[src/verilog/ref_ctrl_pkg.sv]
// Package with register layout, reset values and route encodings of the reference control.
package ref_ctrl_pkg;
  // ----------------------------------------------------------------
  // Register map
  // ----------------------------------------------------------------
  localparam int ADDR_W = 4;
  localparam logic [3:0] OFF_CONTROL = 4'h0;
  localparam logic [3:0] OFF_STATUS = 4'h1;
  localparam logic [15:0] CONTROL_RESET = 16'h0000;
  localparam logic [15:0] CONTROL_IMPL_MASK = 16'h07ff;
  // ----------------------------------------------------------------
  // Field positions
  // ----------------------------------------------------------------
  localparam int POS_CODE_LO = 0;
  localparam int POS_CODE_HI = 4;
  localparam int POS_SUPPLY_SEL = 5;
  localparam int POS_PIN_OE = 6;
  localparam int POS_POWER = 7;
  localparam int POS_SRC_LO = 8;
  localparam int POS_SRC_HI = 9;
  localparam int POS_PATH_SEL = 10;
  localparam int CODE_W = 5;
  localparam int LEVELS = 32;
  // ----------------------------------------------------------------
  // Encodings
  // ----------------------------------------------------------------
  localparam logic [1:0] SRC_BANDGAP = 2'h0;
  localparam logic [1:0] SRC_EXT_POS = 2'h3;
  localparam logic [1:0] CH_INTERNAL = 2'h3;
  typedef enum logic [1:0] {
    NONINV_PIN = 2'b00,
    NONINV_LADDER = 2'b01,
    NONINV_EXT_POS = 2'b10
  } noninv_route_e;
  typedef enum logic [1:0] {
    INV_PIN = 2'b00,
    INV_BANDGAP = 2'b01,
    INV_EXT_POS = 2'b10,
    INV_NONE = 2'b11
  } inv_route_e;
endpackage
[src/verilog/ref_ctrl_if.sv]
// Interface carrying the decoded reference controls between the register file and the router.
`timescale 1ns/1ns
`default_nettype none
interface ref_ctrl_if;
  logic path_sel;
  logic [1:0] src_sel;
  modport source (output path_sel, output src_sel);
  modport sink (input path_sel, input src_sel);
endinterface
`default_nettype wire

[src/verilog/comparator_reference_control.sv]
// Top of the comparator reference control: register port, ladder controls and routes.
//
// Chosen here: the address-and-strobe port and the register addresses.
`timescale 1ns/1ns
`default_nettype none
module comparator_reference_control #(
  parameter int NUM_CMP = 3
) (
  input wire logic clk, // System clock, 100 MHz.
  input wire logic srst, // Synchronous reset, active high.
  input wire logic [ref_ctrl_pkg::ADDR_W-1:0] addr, // Register address.
  input wire logic [15:0] wdata, // Write data.
  input wire logic wr_en, // Write strobe.
  input wire logic rd_en, // Read strobe.
  output logic [15:0] rdata, // Read data, valid the cycle after rd_en.
  input wire logic [NUM_CMP-1:0] noninv_internal_select, // Comparator noninverting selects.
  input wire logic [2*NUM_CMP-1:0] inverting_channel_select, // Comparator channel selects.
  output logic ladder_power_on, // Ladder powered.
  output logic ladder_pin_output_enable, // Level driven on its pin.
  output logic ladder_supply_select, // 1: external rails, 0: analogue supply.
  output logic [ref_ctrl_pkg::CODE_W-1:0] ladder_level_code, // Ladder tap code.
  output logic ext_pos_path_select, // Path select to comparators.
  output logic [1:0] gap_or_ext_source_select, // Inverting source field.
  output logic [2*NUM_CMP-1:0] noninv_route, // Noninverting route per comparator.
  output logic [2*NUM_CMP-1:0] inv_route // Inverting route per comparator.
);
  if (NUM_CMP < 1 || NUM_CMP > 8) begin : g_bad_num
    $error("NUM_CMP must be 1 to 8");
  end
  localparam int LAST_CODE = ref_ctrl_pkg::LEVELS - 1;
  // ----------------------------------------------------------------
  // Control register
  // ----------------------------------------------------------------
  logic [15:0] control_q;
  logic [15:0] control_d;
  logic [15:0] rdata_d;
  logic [15:0] status_w;
  // Only implemented bits take write data; the upper five stay zero.
  always_comb begin
    control_d = control_q;
    if (wr_en && addr == ref_ctrl_pkg::OFF_CONTROL) begin
      control_d = wdata & ref_ctrl_pkg::CONTROL_IMPL_MASK;
    end
  end
  // Register update; all implemented bits clear on reset.
  always_ff @(posedge clk) begin
    if (srst) begin
      control_q <= ref_ctrl_pkg::CONTROL_RESET;
    end else begin
      control_q <= control_d;
    end
  end
  // ----------------------------------------------------------------
  // Analogue control outputs
  // ----------------------------------------------------------------
  // Outputs are flops loaded from the next register value, so they change on the write edge.
  always_ff @(posedge clk) begin
    if (srst) begin
      ladder_power_on <= 1'b0;
      ladder_pin_output_enable <= 1'b0;
      ladder_supply_select <= 1'b0;
      ladder_level_code <= '0;
      ext_pos_path_select <= 1'b0;
      gap_or_ext_source_select <= 2'h0;
    end else begin
      ladder_power_on <= control_d[ref_ctrl_pkg::POS_POWER];
      ladder_pin_output_enable <= control_d[ref_ctrl_pkg::POS_PIN_OE];
      ladder_supply_select <= control_d[ref_ctrl_pkg::POS_SUPPLY_SEL];
      // The code selects one of 32 taps; the analogue ladder forms low + code/32 * span.
      ladder_level_code <= control_d[ref_ctrl_pkg::POS_CODE_HI:ref_ctrl_pkg::POS_CODE_LO];
      ext_pos_path_select <= control_d[ref_ctrl_pkg::POS_PATH_SEL];
      gap_or_ext_source_select <= control_d[ref_ctrl_pkg::POS_SRC_HI:ref_ctrl_pkg::POS_SRC_LO];
    end
  end
  // ----------------------------------------------------------------
  // Read port
  // ----------------------------------------------------------------
  // Status shows the live power, pin enable and code as driven to the ladder.
  assign status_w = {8'h00, ladder_power_on, ladder_pin_output_enable, 1'b0, ladder_level_code};
  always_comb begin
    rdata_d = 16'h0000;
    if (addr == ref_ctrl_pkg::OFF_CONTROL) begin
      rdata_d = control_q;
    end else if (addr == ref_ctrl_pkg::OFF_STATUS) begin
      rdata_d = status_w;
    end
  end
  // Read data stand for one cycle after the strobe and return to zero otherwise.
  always_ff @(posedge clk) begin
    if (srst) begin
      rdata <= 16'h0000;
    end else if (rd_en) begin
      rdata <= rdata_d;
    end else begin
      rdata <= 16'h0000;
    end
  end
  // ----------------------------------------------------------------
  // Comparator routing
  // ----------------------------------------------------------------
  ref_ctrl_if ctrl_bus ();
  assign ctrl_bus.path_sel = ext_pos_path_select;
  assign ctrl_bus.src_sel = gap_or_ext_source_select;
  comparator_route #(.NUM_CMP(NUM_CMP)) u_route (
    .clk(clk),
    .srst(srst),
    .ctrl(ctrl_bus.sink),
    .noninv_internal_select(noninv_internal_select),
    .inverting_channel_select(inverting_channel_select),
    .noninv_route(noninv_route),
    .inv_route(inv_route)
  );
  // ----------------------------------------------------------------
  // Assertions
  // ----------------------------------------------------------------
  a_upper_zero: assert property (@(posedge clk) disable iff (srst)
    control_q[15:11] == 5'h00) else $error("unimplemented bits set");
  a_code_follows: assert property (@(posedge clk) disable iff (srst)
    wr_en && addr == ref_ctrl_pkg::OFF_CONTROL |=> ladder_level_code == $past(wdata[4:0]))
    else $error("level code did not follow write");
  a_code_range: assert property (@(posedge clk) disable iff (srst)
    int'(ladder_level_code) <= LAST_CODE && ladder_level_code == control_q[4:0])
    else $error("code out of range");
  a_power_bit: assert property (@(posedge clk) disable iff (srst)
    wr_en && addr == ref_ctrl_pkg::OFF_CONTROL |=> ladder_power_on == $past(wdata[7]))
    else $error("power bit wrong");
  a_pin_enable: assert property (@(posedge clk) disable iff (srst)
    ladder_pin_output_enable == control_q[6]) else $error("pin enable mismatch");
  a_supply_sel: assert property (@(posedge clk) disable iff (srst)
    ladder_supply_select == control_q[5]) else $error("supply select mismatch");
  a_hold_idle: assert property (@(posedge clk) disable iff (srst)
    !wr_en |=> $stable(control_q)) else $error("register changed without write");
  a_read_data: assert property (@(posedge clk) disable iff (srst)
    rd_en && addr == ref_ctrl_pkg::OFF_CONTROL |=> rdata == $past(control_q))
    else $error("read data wrong");
  a_noninv_path: assert property (@(posedge clk) disable iff (srst)
    noninv_internal_select[0] && ext_pos_path_select |=> noninv_route[1:0] == 2'b10)
    else $error("noninverting route wrong");
  a_noninv_pin: assert property (@(posedge clk) disable iff (srst)
    !noninv_internal_select[0] |=> noninv_route[1:0] == 2'b00)
    else $error("noninverting pin route wrong");
  a_inv_gap: assert property (@(posedge clk) disable iff (srst)
    inverting_channel_select[1:0] == 2'h3 && gap_or_ext_source_select == 2'h0
    |=> inv_route[1:0] == 2'b01) else $error("band gap route wrong");
  // Each control field follows a write to the control register on the next edge.
  a_supply_follows: assert property (@(posedge clk) disable iff (srst)
    wr_en && addr == ref_ctrl_pkg::OFF_CONTROL |=> ladder_supply_select == $past(wdata[5]))
    else $error("supply select did not follow write");
  a_pin_follows: assert property (@(posedge clk) disable iff (srst)
    wr_en && addr == ref_ctrl_pkg::OFF_CONTROL |=> ladder_pin_output_enable == $past(wdata[6]))
    else $error("pin enable did not follow write");
  a_path_follows: assert property (@(posedge clk) disable iff (srst)
    wr_en && addr == ref_ctrl_pkg::OFF_CONTROL |=> ext_pos_path_select == $past(wdata[10]))
    else $error("path select did not follow write");
  a_src_follows: assert property (@(posedge clk) disable iff (srst)
    wr_en && addr == ref_ctrl_pkg::OFF_CONTROL |=> gap_or_ext_source_select == $past(wdata[9:8]))
    else $error("source field did not follow write");
  // Writes to any other address leave the control register alone.
  a_other_write: assert property (@(posedge clk) disable iff (srst)
    wr_en && addr != ref_ctrl_pkg::OFF_CONTROL |=> $stable(control_q))
    else $error("write to another address changed control");
  // Read data are zero when idle, the live outputs for status and zero when unmapped.
  a_read_idle: assert property (@(posedge clk) disable iff (srst)
    !rd_en |=> rdata == 16'h0000) else $error("read data not zero when idle");
  a_read_status: assert property (@(posedge clk) disable iff (srst)
    rd_en && addr == ref_ctrl_pkg::OFF_STATUS |=> rdata == {8'h00, $past(ladder_power_on),
    $past(ladder_pin_output_enable), 1'b0, $past(ladder_level_code)})
    else $error("status read wrong");
  a_read_unmapped: assert property (@(posedge clk) disable iff (srst)
    rd_en && addr != ref_ctrl_pkg::OFF_CONTROL && addr != ref_ctrl_pkg::OFF_STATUS
    |=> rdata == 16'h0000) else $error("unmapped read not zero");
  // Reset clears the register, the read data, the ladder power, the pin enable and the level code.
  a_reset_clear: assert property (@(posedge clk)
    srst |=> control_q == ref_ctrl_pkg::CONTROL_RESET && !ladder_power_on
    && !ladder_pin_output_enable && ladder_level_code == 5'h00 && rdata == 16'h0000)
    else $error("reset did not clear controls");
  // ----------------------------------------------------------------
  // Per-comparator route checks
  // ----------------------------------------------------------------
  // Every comparator's routes follow its own selects one edge later.
  for (genvar i = 0; i < NUM_CMP; i++) begin : g_route_chk
    a_route_pin: assert property (@(posedge clk) disable iff (srst)
      !noninv_internal_select[i] |=> noninv_route[2*i+:2] == ref_ctrl_pkg::NONINV_PIN)
      else $error("noninverting input not on its pin");
    a_route_ladder: assert property (@(posedge clk) disable iff (srst)
      noninv_internal_select[i] && !ext_pos_path_select
      |=> noninv_route[2*i+:2] == ref_ctrl_pkg::NONINV_LADDER)
      else $error("noninverting input not on the ladder");
    a_route_ext: assert property (@(posedge clk) disable iff (srst)
      noninv_internal_select[i] && ext_pos_path_select
      |=> noninv_route[2*i+:2] == ref_ctrl_pkg::NONINV_EXT_POS)
      else $error("noninverting input not on the external pin");
    a_inv_chan_pin: assert property (@(posedge clk) disable iff (srst)
      inverting_channel_select[2*i+:2] != ref_ctrl_pkg::CH_INTERNAL
      |=> inv_route[2*i+:2] == ref_ctrl_pkg::INV_PIN)
      else $error("inverting input not on its pin");
    a_inv_band_gap: assert property (@(posedge clk) disable iff (srst)
      inverting_channel_select[2*i+:2] == ref_ctrl_pkg::CH_INTERNAL
      && gap_or_ext_source_select == ref_ctrl_pkg::SRC_BANDGAP
      |=> inv_route[2*i+:2] == ref_ctrl_pkg::INV_BANDGAP)
      else $error("inverting input not on the band gap");
    a_inv_ext_pos: assert property (@(posedge clk) disable iff (srst)
      inverting_channel_select[2*i+:2] == ref_ctrl_pkg::CH_INTERNAL
      && gap_or_ext_source_select == ref_ctrl_pkg::SRC_EXT_POS
      |=> inv_route[2*i+:2] == ref_ctrl_pkg::INV_EXT_POS)
      else $error("inverting input not on the external pin");
    a_inv_reserved: assert property (@(posedge clk) disable iff (srst)
      inverting_channel_select[2*i+:2] == ref_ctrl_pkg::CH_INTERNAL
      && gap_or_ext_source_select inside {2'h1, 2'h2}
      |=> inv_route[2*i+:2] == ref_ctrl_pkg::INV_NONE)
      else $error("reserved source code routed something");
  end
  c_write_ctrl: cover property (@(posedge clk) wr_en && addr == ref_ctrl_pkg::OFF_CONTROL);
  c_ladder_on: cover property (@(posedge clk) ladder_power_on && ladder_pin_output_enable);
  c_ext_route: cover property (@(posedge clk) inv_route[1:0] == 2'b10);
  c_read_status: cover property (@(posedge clk) rd_en && addr == ref_ctrl_pkg::OFF_STATUS);
  c_reserved_src: cover property (@(posedge clk) inv_route[1:0] == 2'h3);
endmodule
`default_nettype wire

[src/verilog/comparator_route.sv]
// Route decoder that turns comparator selects and reference controls into input routes.
`timescale 1ns/1ns
`default_nettype none
module comparator_route #(
  parameter int NUM_CMP = 3
) (
  input wire logic clk, // System clock.
  input wire logic srst, // Synchronous reset, active high.
  ref_ctrl_if.sink ctrl, // Registered reference controls.
  input wire logic [NUM_CMP-1:0] noninv_internal_select, // Per-comparator noninverting select.
  input wire logic [2*NUM_CMP-1:0] inverting_channel_select, // Per-comparator channel select.
  output logic [2*NUM_CMP-1:0] noninv_route, // Noninverting route per comparator.
  output logic [2*NUM_CMP-1:0] inv_route // Inverting route per comparator.
);
  // ----------------------------------------------------------------
  // Per-comparator route decode
  // ----------------------------------------------------------------
  // Reserved source codes route nothing, so the inverting input floats off the bus.
  function automatic logic [1:0] inv_decode(input logic [1:0] ch, input logic [1:0] src);
    if (ch != ref_ctrl_pkg::CH_INTERNAL) begin
      inv_decode = ref_ctrl_pkg::INV_PIN;
    end else if (src == ref_ctrl_pkg::SRC_BANDGAP) begin
      inv_decode = ref_ctrl_pkg::INV_BANDGAP;
    end else if (src == ref_ctrl_pkg::SRC_EXT_POS) begin
      inv_decode = ref_ctrl_pkg::INV_EXT_POS;
    end else begin
      inv_decode = ref_ctrl_pkg::INV_NONE;
    end
  endfunction
  for (genvar i = 0; i < NUM_CMP; i++) begin : g_cmp
    // Noninverting input takes the internal reference only when selected.
    always_ff @(posedge clk) begin
      if (srst) begin
        noninv_route[2*i+:2] <= ref_ctrl_pkg::NONINV_PIN;
      end else if (!noninv_internal_select[i]) begin
        noninv_route[2*i+:2] <= ref_ctrl_pkg::NONINV_PIN;
      end else if (ctrl.path_sel) begin
        noninv_route[2*i+:2] <= ref_ctrl_pkg::NONINV_EXT_POS;
      end else begin
        noninv_route[2*i+:2] <= ref_ctrl_pkg::NONINV_LADDER;
      end
    end
    // Inverting input follows the channel select and the source field.
    always_ff @(posedge clk) begin
      if (srst) begin
        inv_route[2*i+:2] <= ref_ctrl_pkg::INV_PIN;
      end else begin
        inv_route[2*i+:2] <= inv_decode(inverting_channel_select[2*i+:2], ctrl.src_sel);
      end
    end
  end
endmodule
`default_nettype wire

[config.mk]
export PLATFORM = sky130hd
export DESIGN_NAME = comparator_reference_control
export DESIGN_NICKNAME = d
export VERILOG_FILES = /design/src/verilog/ref_ctrl_pkg.sv /design/src/verilog/ref_ctrl_if.sv /design/src/verilog/comparator_reference_control.sv /design/src/verilog/comparator_route.sv
export SDC_FILE = /design/constraint.sdc
export NUM_CORES = 1
export LEC_CHECK = 0
export BUFFER_PORTS_ARGS = -buffer_cell sky130_fd_sc_hd__buf_2
export CAP_MARGIN = 20
export CORE_ASPECT_RATIO = 0.6
export CORE_UTILIZATION = 40
export DETAILED_ROUTE_END_ITERATION = 8
export PLACE_DENSITY_LB_ADDON = 0.2
export REMOVE_ABC_BUFFERS = 1
export SYNTH_ARGS = -nofsm -noshare
export SYNTH_HDL_FRONTEND = slang
export SYNTH_SLANG_ARGS = --single-unit
[constraint.sdc]
create_clock -name clk -period 1.3 [get_ports clk]
set_input_delay 0.065 -clock clk [delete_from_list [all_inputs] [get_ports clk]]
set_output_delay 0.065 -clock clk [all_outputs]
set_load 0.01 [all_outputs]
==> impl_metrics.yaml, run 1 <==
outcome:
  status: "finished clean"
cts:
  cts_root_buf: "clkbuf_8"
  cts_resized: 0
  cts_hold_buffers: 3
  clock_tree.buffer_depth: 2
  insertion_delay_ps: 280
  cts_setup_buffers: 0
  cts_buffers: 5
  cts_tree: "done"
  htree_levels: 2
  clkTransAtPathRegs_ps: 70
  cts.sinks: 34
routing:
  drt-wirelength-per-cell_um: 11.49
  vias_per_cell: 4.464
  first_pass_iters: 3
  routed_wl_mm: 2.528
  vias: 982
  final_antenna_net_count: 0
  drtIter0Drc: 22
  drc: 0
floorplan:
  core_area_mm2: 0.002645
  ios: 72
  row_count: 14
  die_area_mm2: 0.003165
  start_util_pct: 44.42
  die_h_um: 43.98
  die-width_um: 71.97
grt:
  grt_use_met3_pct: 8.372
  use_met2_pct: 27.74
  grt_remaining_overflow: 0
  use_met1_pct: 21.45
  grt_util_all_layers_pct: 18.04
  grt_antenna_before_repair: 0
  grt_pass1_wl_mm: 4.043
  grt_pass1_vias: 892
  grt_max_degree: 27
  busiest_layer: "met2"
final_layout:
  antenna_cells: 0
  layout.nets: 212
  drive_gt1_share_pct: 42.22
  synthToLayoutAreaGrowth_pct: 39.30
setup_path:
  max_stage_delay_ps: 450
  cp_data_required_time_ps: 1240
  crit_arrival_ps: 900
  crit_buf_inv: 1
  cp_top_family: "flip-flops"
  endpoint_kind: "output pin"
  crit_chain: "buf_2"
  cp_max_fo: 7
  critical_path.slowest_cell: "dfxtp_1"
  start_kind: "flip-flop"
  critical_path_class: "flip-flop to output pin"
timing:
  hold_viol_final: 0
  fin_crit_ps: 969.2
  finClkSkew_ps: 3.493
  max_freq_ghz: 1.032
  setup_viol: 0
  slew_violations: 0
  holdWs_ps: 32.25
  fin_ws_ps: 330.8
  finalCritPeriodShare_pct: 74.56
  rsz0062_at_grt: "false"
hold_path:
  hold_path.class: "input port to flip-flop"
placed_design:
  dpl.hpwl_mm: 1.841
  portBuffers: 61
  place.gp.congestion: 0.7276
  pre_cts_ws_ps: 104.7
yosys:
  synth-seq-cells: 34
  syn_avg_cell_area_um2: 10.58
  synthesis.area_mm2: 0.001175
  ys_seq_area_share_pct: 57.93
  synth_cells: 111
  yosysWarningCount: 0
  yosysUniqueCellTypes: 18
pwr:
  powerDensity_mw_per_mm2: 1208
  p_total_w: 0.001977
  p_leak_nw: 0.7927
  peakVddDrop_uv: 638.5
flow_run:
  maxCapViolations: 0
-- area by class of cell --
cell class,count,area (um2)
flip-flops and latches,34,680.7
fillers,230,1008
well taps,40,50.05
multi-input cells,71,456.7
repair buffers,67,357.8
clock inverters,1,5.005
clock buffers,7,86.33
-- Yosys cell counts --
master     n  area, um2
or4b_4     1      13.76
nand4b_1  10      87.58
o21ai_0   10      50.05
buf_2      2      10.01
nor2_1     5      18.77
and2b_1    2      15.01
and2_1    18      112.6
clkbuf_1   3      11.26
mux2_2     1      11.26
conb_1     1      3.750
nand3b_1   3      22.52
a21oi_1    3      15.01
nor3_2     1      10.01
nand2b_1  10      62.56
dfxtp_1   34      680.7
buf_4      5      37.54
nor2_2     1      6.260
nor4_1     1      6.260
-- cell families after synthesis --
group                  Yosys count  share of synthesized area, %
AND/OR/NAND/NOR                 52                         30.24
flip-flops                      34                         57.93
AO/OA/AOI/OAI                   13                         5.538
buffers and inverters           10                         5.006
multiplexers                     1                        0.9584
other                            1                        0.3192
-- per-layer routing --
metal	routed length [um]	share of wire, %
met5	0	0
met4	49	1.9
met3	208	8.2
met2	1105	44
met1	1164	46
-- per-stage QoR --
| stage | std cells | utilization (%) | setup TNS [ps] | cell area, um2 |
|---|---|---|---|---|
| floorplan | 105 | - | -2828 | 1131 |
| global placement | 209 | 57.28 | 0 | 1515 |
| detailed placement | 209 | 57.28 | 0 | 1515 |
| global route | 220 | 61.87 | 0 | 1637 |
| CTS | 220 | 61.87 | 0 | 1637 |
| finish | 220 | 61.87 | 0 | 1637 |
-- report_power, final --
part	internal, W	switching (W)	leakage (nW)	total [W]
registers	0.00106	0.00000610	0.275	0.00106
logic	0.0000687	0.0000619	0.469	0.000131
clock network	0.000427	0.000358	0.0482	0.000784
total	0.00155	0.000426	0.793	0.00198
-- sequential cells by signal, summed over array words and instances, names as in the netlist --
register              cells
control_q                11
rdata                    11
u_route.inv_route         6
u_route.noninv_route      6
-- cell usage in the layout, fill, tap and decap left out, drive strengths merged --
cell         netlist  routed
buf                7      64
dfxtp             34      34
and2              18      18
nand2b            10      10
nand4b            10      10
o21ai             10      10
clkbuf             3       7
nor2               6       6
conb               1       5
nand3b             3       3
a21oi              3       3
dlygate4sd3        0       3
and2b              2       2
nor4               1       1
or4b               1       1
nor3               1       1
mux2               1       1
clkinv             0       1
-- final timing paths --
path	from	cells past startpoint	to	slack, ps
setup / recovery	control_q[8]$_SDFFE_PP0P_	1	gap_or_ext_source_select[0]	330
hold / removal	wdata[6]	3	control_q[6]$_SDFFE_PP0P_	30
setup reg to reg	control_q[10]$_SDFFE_PP0P_	2	control_q[10]$_SDFFE_PP0P_	400
hold reg to reg	control_q[3]$_SDFFE_PP0P_	1	rdata[3]$_SDFF_PP0_	480
(Power assumes the default switching activity.)
==> inputs of run 2 (changes only) <==
--- a/config.mk
+++ b/config.mk
@@ -5,6 +5,7 @@
 export SDC_FILE = /design/constraint.sdc
 export NUM_CORES = 1
 export LEC_CHECK = 0
+export ABC_AREA = 1
 export BUFFER_PORTS_ARGS = -buffer_cell sky130_fd_sc_hd__buf_2
 export CAP_MARGIN = 20
 export CORE_ASPECT_RATIO = 0.6
==> constraint.sdc (replaced) <==
create_clock -name clk -period 0.9 [get_ports clk]
set_input_delay 0.045 -clock clk [delete_from_list [all_inputs] [get_ports clk]]
set_output_delay 0.045 -clock clk [all_outputs]
set_load 0.01 [all_outputs]
==> impl_metrics.yaml, run 2 <==
cts:
  insertion_delay_ps: 280
  clkTransAtPathRegs_ps: 60
  cts_tree: "done"
  clock_tree.buffer_depth: 2
  htree_levels: 2
  cts_buffers: 5
  cts_root_buf: "clkbuf_8"
  cts.sinks: 34
floorplan:
  die_h_um: 45.76
  ios: 72
  core_area_mm2: 0.002947
  die_area_mm2: 0.003428
  start_util_pct: 43.31
  row_count: 15
  die-width_um: 74.92
yosys:
  synth_compound_area_share_pct: 0
  yosysWarningCount: 0
  synth-seq-cells: 34
  synth_ff_type: "dfxtp_1"
  synth_top_area_share_pct: 53.33
  syn_avg_cell_area_um2: 7.735
  synth_xor_area_share_pct: 0
  yosysUniqueCellTypes: 14
  yosysMostFrequentCell: "inv_1"
  synthAdderAreaFrac_pct: 0
  ys_seq_area_share_pct: 53.33
  synthSimpleGateAreaFrac_pct: 28.43
  synth_top_family_by_area: "simple AND/OR/NAND/NOR gates"
  synth_cells: 165
  synthArstFlopShare_pct: 0
  synthesis.area_mm2: 0.001276
  ys_top_cells_by_area: "dfxtp_1 53%, inv_1 12%, nand2_1 7.1%"
  yosys-top-cells-count: "41 x inv_1, 34 x dfxtp_1, 24 x nand2_1, 23 x nor2_1, 13 x nor3_1"
  synth_edf_count: 0
  synthMuxAreaShare_pct: 0
  post-synth-top-area-cell: "dfxtp_1"
setup_path:
  crit_chain: "buf_2"
  endpoint_kind: "output pin"
  cp_top_family: "flip-flops"
  max_stage_delay_ps: 370
  critical_path.slowest_cell: "dfxtp_1"
  reg2reg_slack_ps: 180
  cp_max_fo: 4
  crit_arrival_ps: 800
  reg2reg_from: "control_q[10]$_SDFFE_PP0P_"
  reg2regPathDepth: 2
  crit_buf_inv: 1
  critical_path_class: "flip-flop to output pin"
  cp_data_required_time_ps: 850
  start_kind: "flip-flop"
  r2r_end: "u_route.noninv_route[5]$_SDFF_PP0_"
pwr:
  pwr-share-seq_pct: 54.7
  p_clk_share_pct: 35.9
  switching_share_pct: 22.84
  p_sw_w: 0.0006443
  powerDensity_mw_per_mm2: 1657
  p_comb_share_pct: 9.4
  p_leak_nw: 0.9507
  peakVddDrop_uv: 861.1
  p_int_w: 0.002177
final_layout:
  drive_gt1_share_pct: 32.90
  synthToLayoutAreaGrowth_pct: 33.43
  reg_top3: "control_q x11, rdata x11"
  final_cells: 273
  final_cell_mix: "61 x buf_2, 41 x inv_1, 32 x dfxtp_1, 24 x nand2_1, 23 x nor2_1"
  fillers: 274
  antenna_cells: 0
  final_util_pct: 57.79
  layout.nets: 264
  final_common_cell: "buf_2"
routing:
  final_antenna_net_count: 0
  drc: 0
  drt-wirelength-per-cell_um: 9.744
  drtIter0Drc: 39
  routed_wl_mm: 2.660
  first_pass_iters: 4
  vias_per_cell: 4.245
  vias: 1159
timing:
  fin_crit_ps: 844.3
  finalCritPeriodShare_pct: 93.82
  max_freq_ghz: 1.184
  slew_violations: 0
  tns_ps: 0
  setup_viol: 0
  holdWs_ps: 12.60
  finClkSkew_ps: 4.691
  fin_ws_ps: 55.66
  rsz0062_at_grt: "false"
  hold_viol_final: 0
placed_design:
  dpl.hpwl_mm: 2.010
  place.gp.congestion: 0.7705
  portBuffers: 61
  pre_cts_ws_ps: -20.74
  dpl.cell_count: 266
hold_path:
  hold_path_startpoint: "noninv_internal_select[1]"
  min_delay_path_depth: 3
  hold_path_end: "u_route.noninv_route[3]$_SDFF_PP0_"
  hold_path.class: "input port to flip-flop"
flow_run:
  maxCapViolations: 0
grt:
  grt_max_degree: 15
  grt_pass1_vias: 938
  grt_remaining_overflow: 0
  grt_util_all_layers_pct: 17.54
  grt_pass1_wl_mm: 4.243
  grt_antenna_before_repair: 0
outcome:
  status: "finished clean"
-- run 2: changes by cell type in the layout (fill, tap and decap cells not counted), moves of 4 or more --
cell	change
and2_1	-18
nor2_1	+18
nand4_1	+11
inv_1	+41
nor3_1	+13
nand3_1	+4
nand2b_1	-10
o21ai_0	-10
nand2_1	+24
nand4b_1	-10
-- run 2: logic make-up after synthesis --
family,after synthesis
buffers and inverters,52
flip-flops,34
AND/OR/NAND/NOR,78
other,1
-- run 2: per-stage QoR --
stage,instance area [um2],power (W)
after global routing,1703,0.002962
after CTS,1700,0.002832
after floorplan,1216,0.001694
after detailed placement,1624,0.001840
final,1703,0.002821
after global placement,1624,0.001838
-- run 2: worst max-delay path by stage --
stage | from | to | slack, ps | cells past startpoint
after CTS | control_q[10]$_SDFFE_PP0P_ | ext_pos_path_select | 40 | 1
after floorplan | control_q[10]$_SDFFE_PP0P_ | control_q[10]$_SDFFE_PP0P_ | 140 | 4
after global routing | control_q[9]$_SDFFE_PP0P_ | gap_or_ext_source_select[1] | 8 | 1
final | control_q[9]$_SDFFE_PP0P_ | gap_or_ext_source_select[1] | 60 | 1
after detailed placement | addr[3] | control_q[6]$_SDFFE_PP0P_ | -20 | 6
after global placement | srst | u_route.inv_route[5]$_SDFF_PP0_ | 20 | 4
-- run 2: timing repair --
item / 4_1_cts / 5_1_grt
hold buffers: 0 / 0
buffers inserted: 0 / 0
resized for setup: 0 / 2
setup endpoints to repair: 0 / 3
-- run 2: routing by layer --
| metal | vias up | global-route usage, % | wire length (um) |
|---|---|---|---|
| met4 | 0 | 5.660 | 19 |
| met1 | 506 | 24.39 | 1322 |
| met3 | 4 | 6.858 | 172 |
| met2 | 37 | 24.86 | 1146 |
| met5 | - | 0 | 0 |
| li1 | 612 | - | - |
-- run 2: final cells by class --
type | instances | area, um2 | share of cell area (%)
clock buffers | 7 | 76.32 | 4.482
inverters | 41 | 153.9 | 9.038
multi-input cells | 83 | 381.6 | 22.41
flip-flops and latches | 34 | 683.2 | 40.12
well taps | 42 | 52.55 | 3.086
repair buffers | 66 | 355.3 | 20.87
-- run 2: power by group through the flow --
| stage | clock network (W) | registers (W) | logic (W) |
|---|---|---|---|
| floorplan | 0 | 0.00159 | 0.000105 |
| global placement | 0 | 0.00157 | 0.000263 |
| detailed placement | 0 | 0.00158 | 0.000264 |
| CTS | 0.00102 | 0.00154 | 0.000266 |
| global route | 0.00112 | 0.00154 | 0.000299 |
| finish | 0.00101 | 0.00154 | 0.000265 |
==> inputs of run 3 (changes only) <==
--- a/config.mk
+++ b/config.mk
@@ -8,8 +8,8 @@
 export ABC_AREA = 1
 export BUFFER_PORTS_ARGS = -buffer_cell sky130_fd_sc_hd__buf_2
 export CAP_MARGIN = 20
-export CORE_ASPECT_RATIO = 0.6
 export CORE_UTILIZATION = 40
+export CTS_CLUSTER_SIZE = 24
 export DETAILED_ROUTE_END_ITERATION = 8
 export PLACE_DENSITY_LB_ADDON = 0.2
 export REMOVE_ABC_BUFFERS = 1
==> impl_metrics.yaml, run 3 (synthesis results as in run 2) <==
grt:
  grt_pass1_wl_mm: 4.395
  grt_remaining_overflow: 0
  grt_max_degree: 13
  grt_antenna_before_repair: 0
  grt_pass1_vias: 1045
  grt_util_all_layers_pct: 17.44
setup_path:
  cp_max_fo: 4
  cp_data_required_time_ps: 850
  crit_chain: "buf_6"
  crit_arrival_ps: 820
  endpoint_kind: "output pin"
  crit_buf_inv: 1
  cp_top_family: "flip-flops"
  critical_path_class: "flip-flop to output pin"
  max_stage_delay_ps: 370
  critical_path.slowest_cell: "dfxtp_4"
  start_kind: "flip-flop"
floorplan:
  core_area_mm2: 0.003028
  ios: 72
  start_util_pct: 42.15
  die_h_um: 58.49
  die_area_mm2: 0.003421
  row_count: 20
  die-width_um: 58.49
routing:
  final_antenna_net_count: 0
  drtIter0Drc: 38
  first_pass_iters: 4
  drc: 0
  vias_per_cell: 4.160
  drt-wirelength-per-cell_um: 9.420
  routed_wl_mm: 2.713
  vias: 1198
timing:
  fin_ws_ps: 32.97
  finalCritPeriodShare_pct: 96.34
  rsz0062_at_grt: "false"
  max_freq_ghz: 1.153
  tns_ps: 0
  hold_viol_final: 0
  finClkSkew_ps: 8.264
  setup_viol: 0
  fin_crit_ps: 867.0
  slew_violations: 0
placed_design:
  portBuffers: 61
  pre_cts_ws_ps: 53.04
  place.gp.congestion: 0.7559
  dpl.hpwl_mm: 1.884
final_layout:
  drive_gt1_share_pct: 34.02
  synthToLayoutAreaGrowth_pct: 42.55
  multiInputGateArea_um2: 381.6
  layout.nets: 276
  final_cell_mix: "58 x buf_2, 41 x inv_1, 29 x dfxtp_1, 24 x nand2_1, 23 x nor2_1"
  reg_top3: "control_q x11, rdata x11"
  fillers: 290
  seq_area_um2: 691.9
  final_common_cell: "buf_2"
  antenna_cells: 0
pwr:
  powerDensity_mw_per_mm2: 1480
  p_sw_w: 0.0006468
  peakVddDrop_uv: 741.3
  p_int_w: 0.002046
  p_comb_share_pct: 11.0
  p_clk_share_pct: 32.0
  pwr-share-seq_pct: 57.0
  switching_share_pct: 24.02
  p_leak_nw: 1.000
flow_run:
  maxCapViolations: 0
cts:
  insertion_delay_ps: 330
  cts_buffers: 5
  cts.sinks: 34
  htree_levels: 2
  clkTransAtPathRegs_ps: 100
  cts_tree: "done"
  clock_tree.buffer_depth: 2
  cts_root_buf: "clkbuf_4"
outcome:
  status: "finished clean"
hold_path:
  hold_path.class: "input port to flip-flop"
==> run 3: final timing paths <==
check,slack [ps],startpoint,cells past startpoint,endpoint
worst max-delay path,30,control_q[10]$_SDFFE_PP0P_,1,ext_pos_path_select
worst min-delay path,30,wdata[3],5,control_q[3]$_SDFFE_PP0P_
worst max register to register,70,control_q[8]$_SDFFE_PP0P_,3,u_route.inv_route[3]$_SDFF_PP0_
worst min register to register,460,control_q[6]$_SDFFE_PP0P_,2,rdata[6]$_SDFF_PP0_
==> run 3: layout make-up <==
| type | instances | area share [%] |
|---|---|---|
| multi-input cells | 83 | 20.98 |
| clock inverters | 1 | 0.2751 |
| clock buffers | 7 | 3.026 |
| well taps | 44 | 3.026 |
| repair buffers | 78 | 26.20 |
| inverters | 41 | 8.459 |
| flip-flops and latches | 34 | 38.03 |
==> run 3: power groups by stage <==
stage	clock [W]	sequential [W]	combinational, W
3_3_place_gp	0	0.00157	0.000254
3_5_place_dp	0	0.00157	0.000256
4_1_cts	0.000878	0.00154	0.000291
5_1_grt	0.000960	0.00154	0.000333
6_report	0.000861	0.00154	0.000296
2_1_floorplan	0	0.00159	0.000105
==> run 3: layer usage <==
metal  global-route usage (%)  wire [um]  share of wire (%)  vias to the layer above
met1                    19.89       1149                 42                      504
li1                         -          -                  -                      636
met5                        0          0                  0                        -
met3                    4.835        180                6.6                        9
met2                    29.72       1310                 48                       49
met4                    9.184         72                2.7                        0
==> run 3: repair_timing <==
action / 4_1_cts / 5_1_grt
endpoints found under the setup margin: 3 / 5
gates resized for setup: 4 / 6
hold buffers: 10 / 0
endpoints found under the hold margin: 12 / 0
buffers inserted: 0 / 2
==> run 3: stage by stage <==
step           hold slack, ps  area [um2]  cells  utilization (%)  total power, W
2_1_floorplan           121.8        1216    158                -        0.001694
3_3_place_gp            285.3        1614    268            53.31        0.001828
3_5_place_dp            291.5        1614    268            53.31        0.001830
4_1_cts                 33.67        1784    286            58.93        0.002709
5_1_grt                 44.63        1819    288            60.08        0.002833
6_report                34.50        1819    288            60.08        0.002693
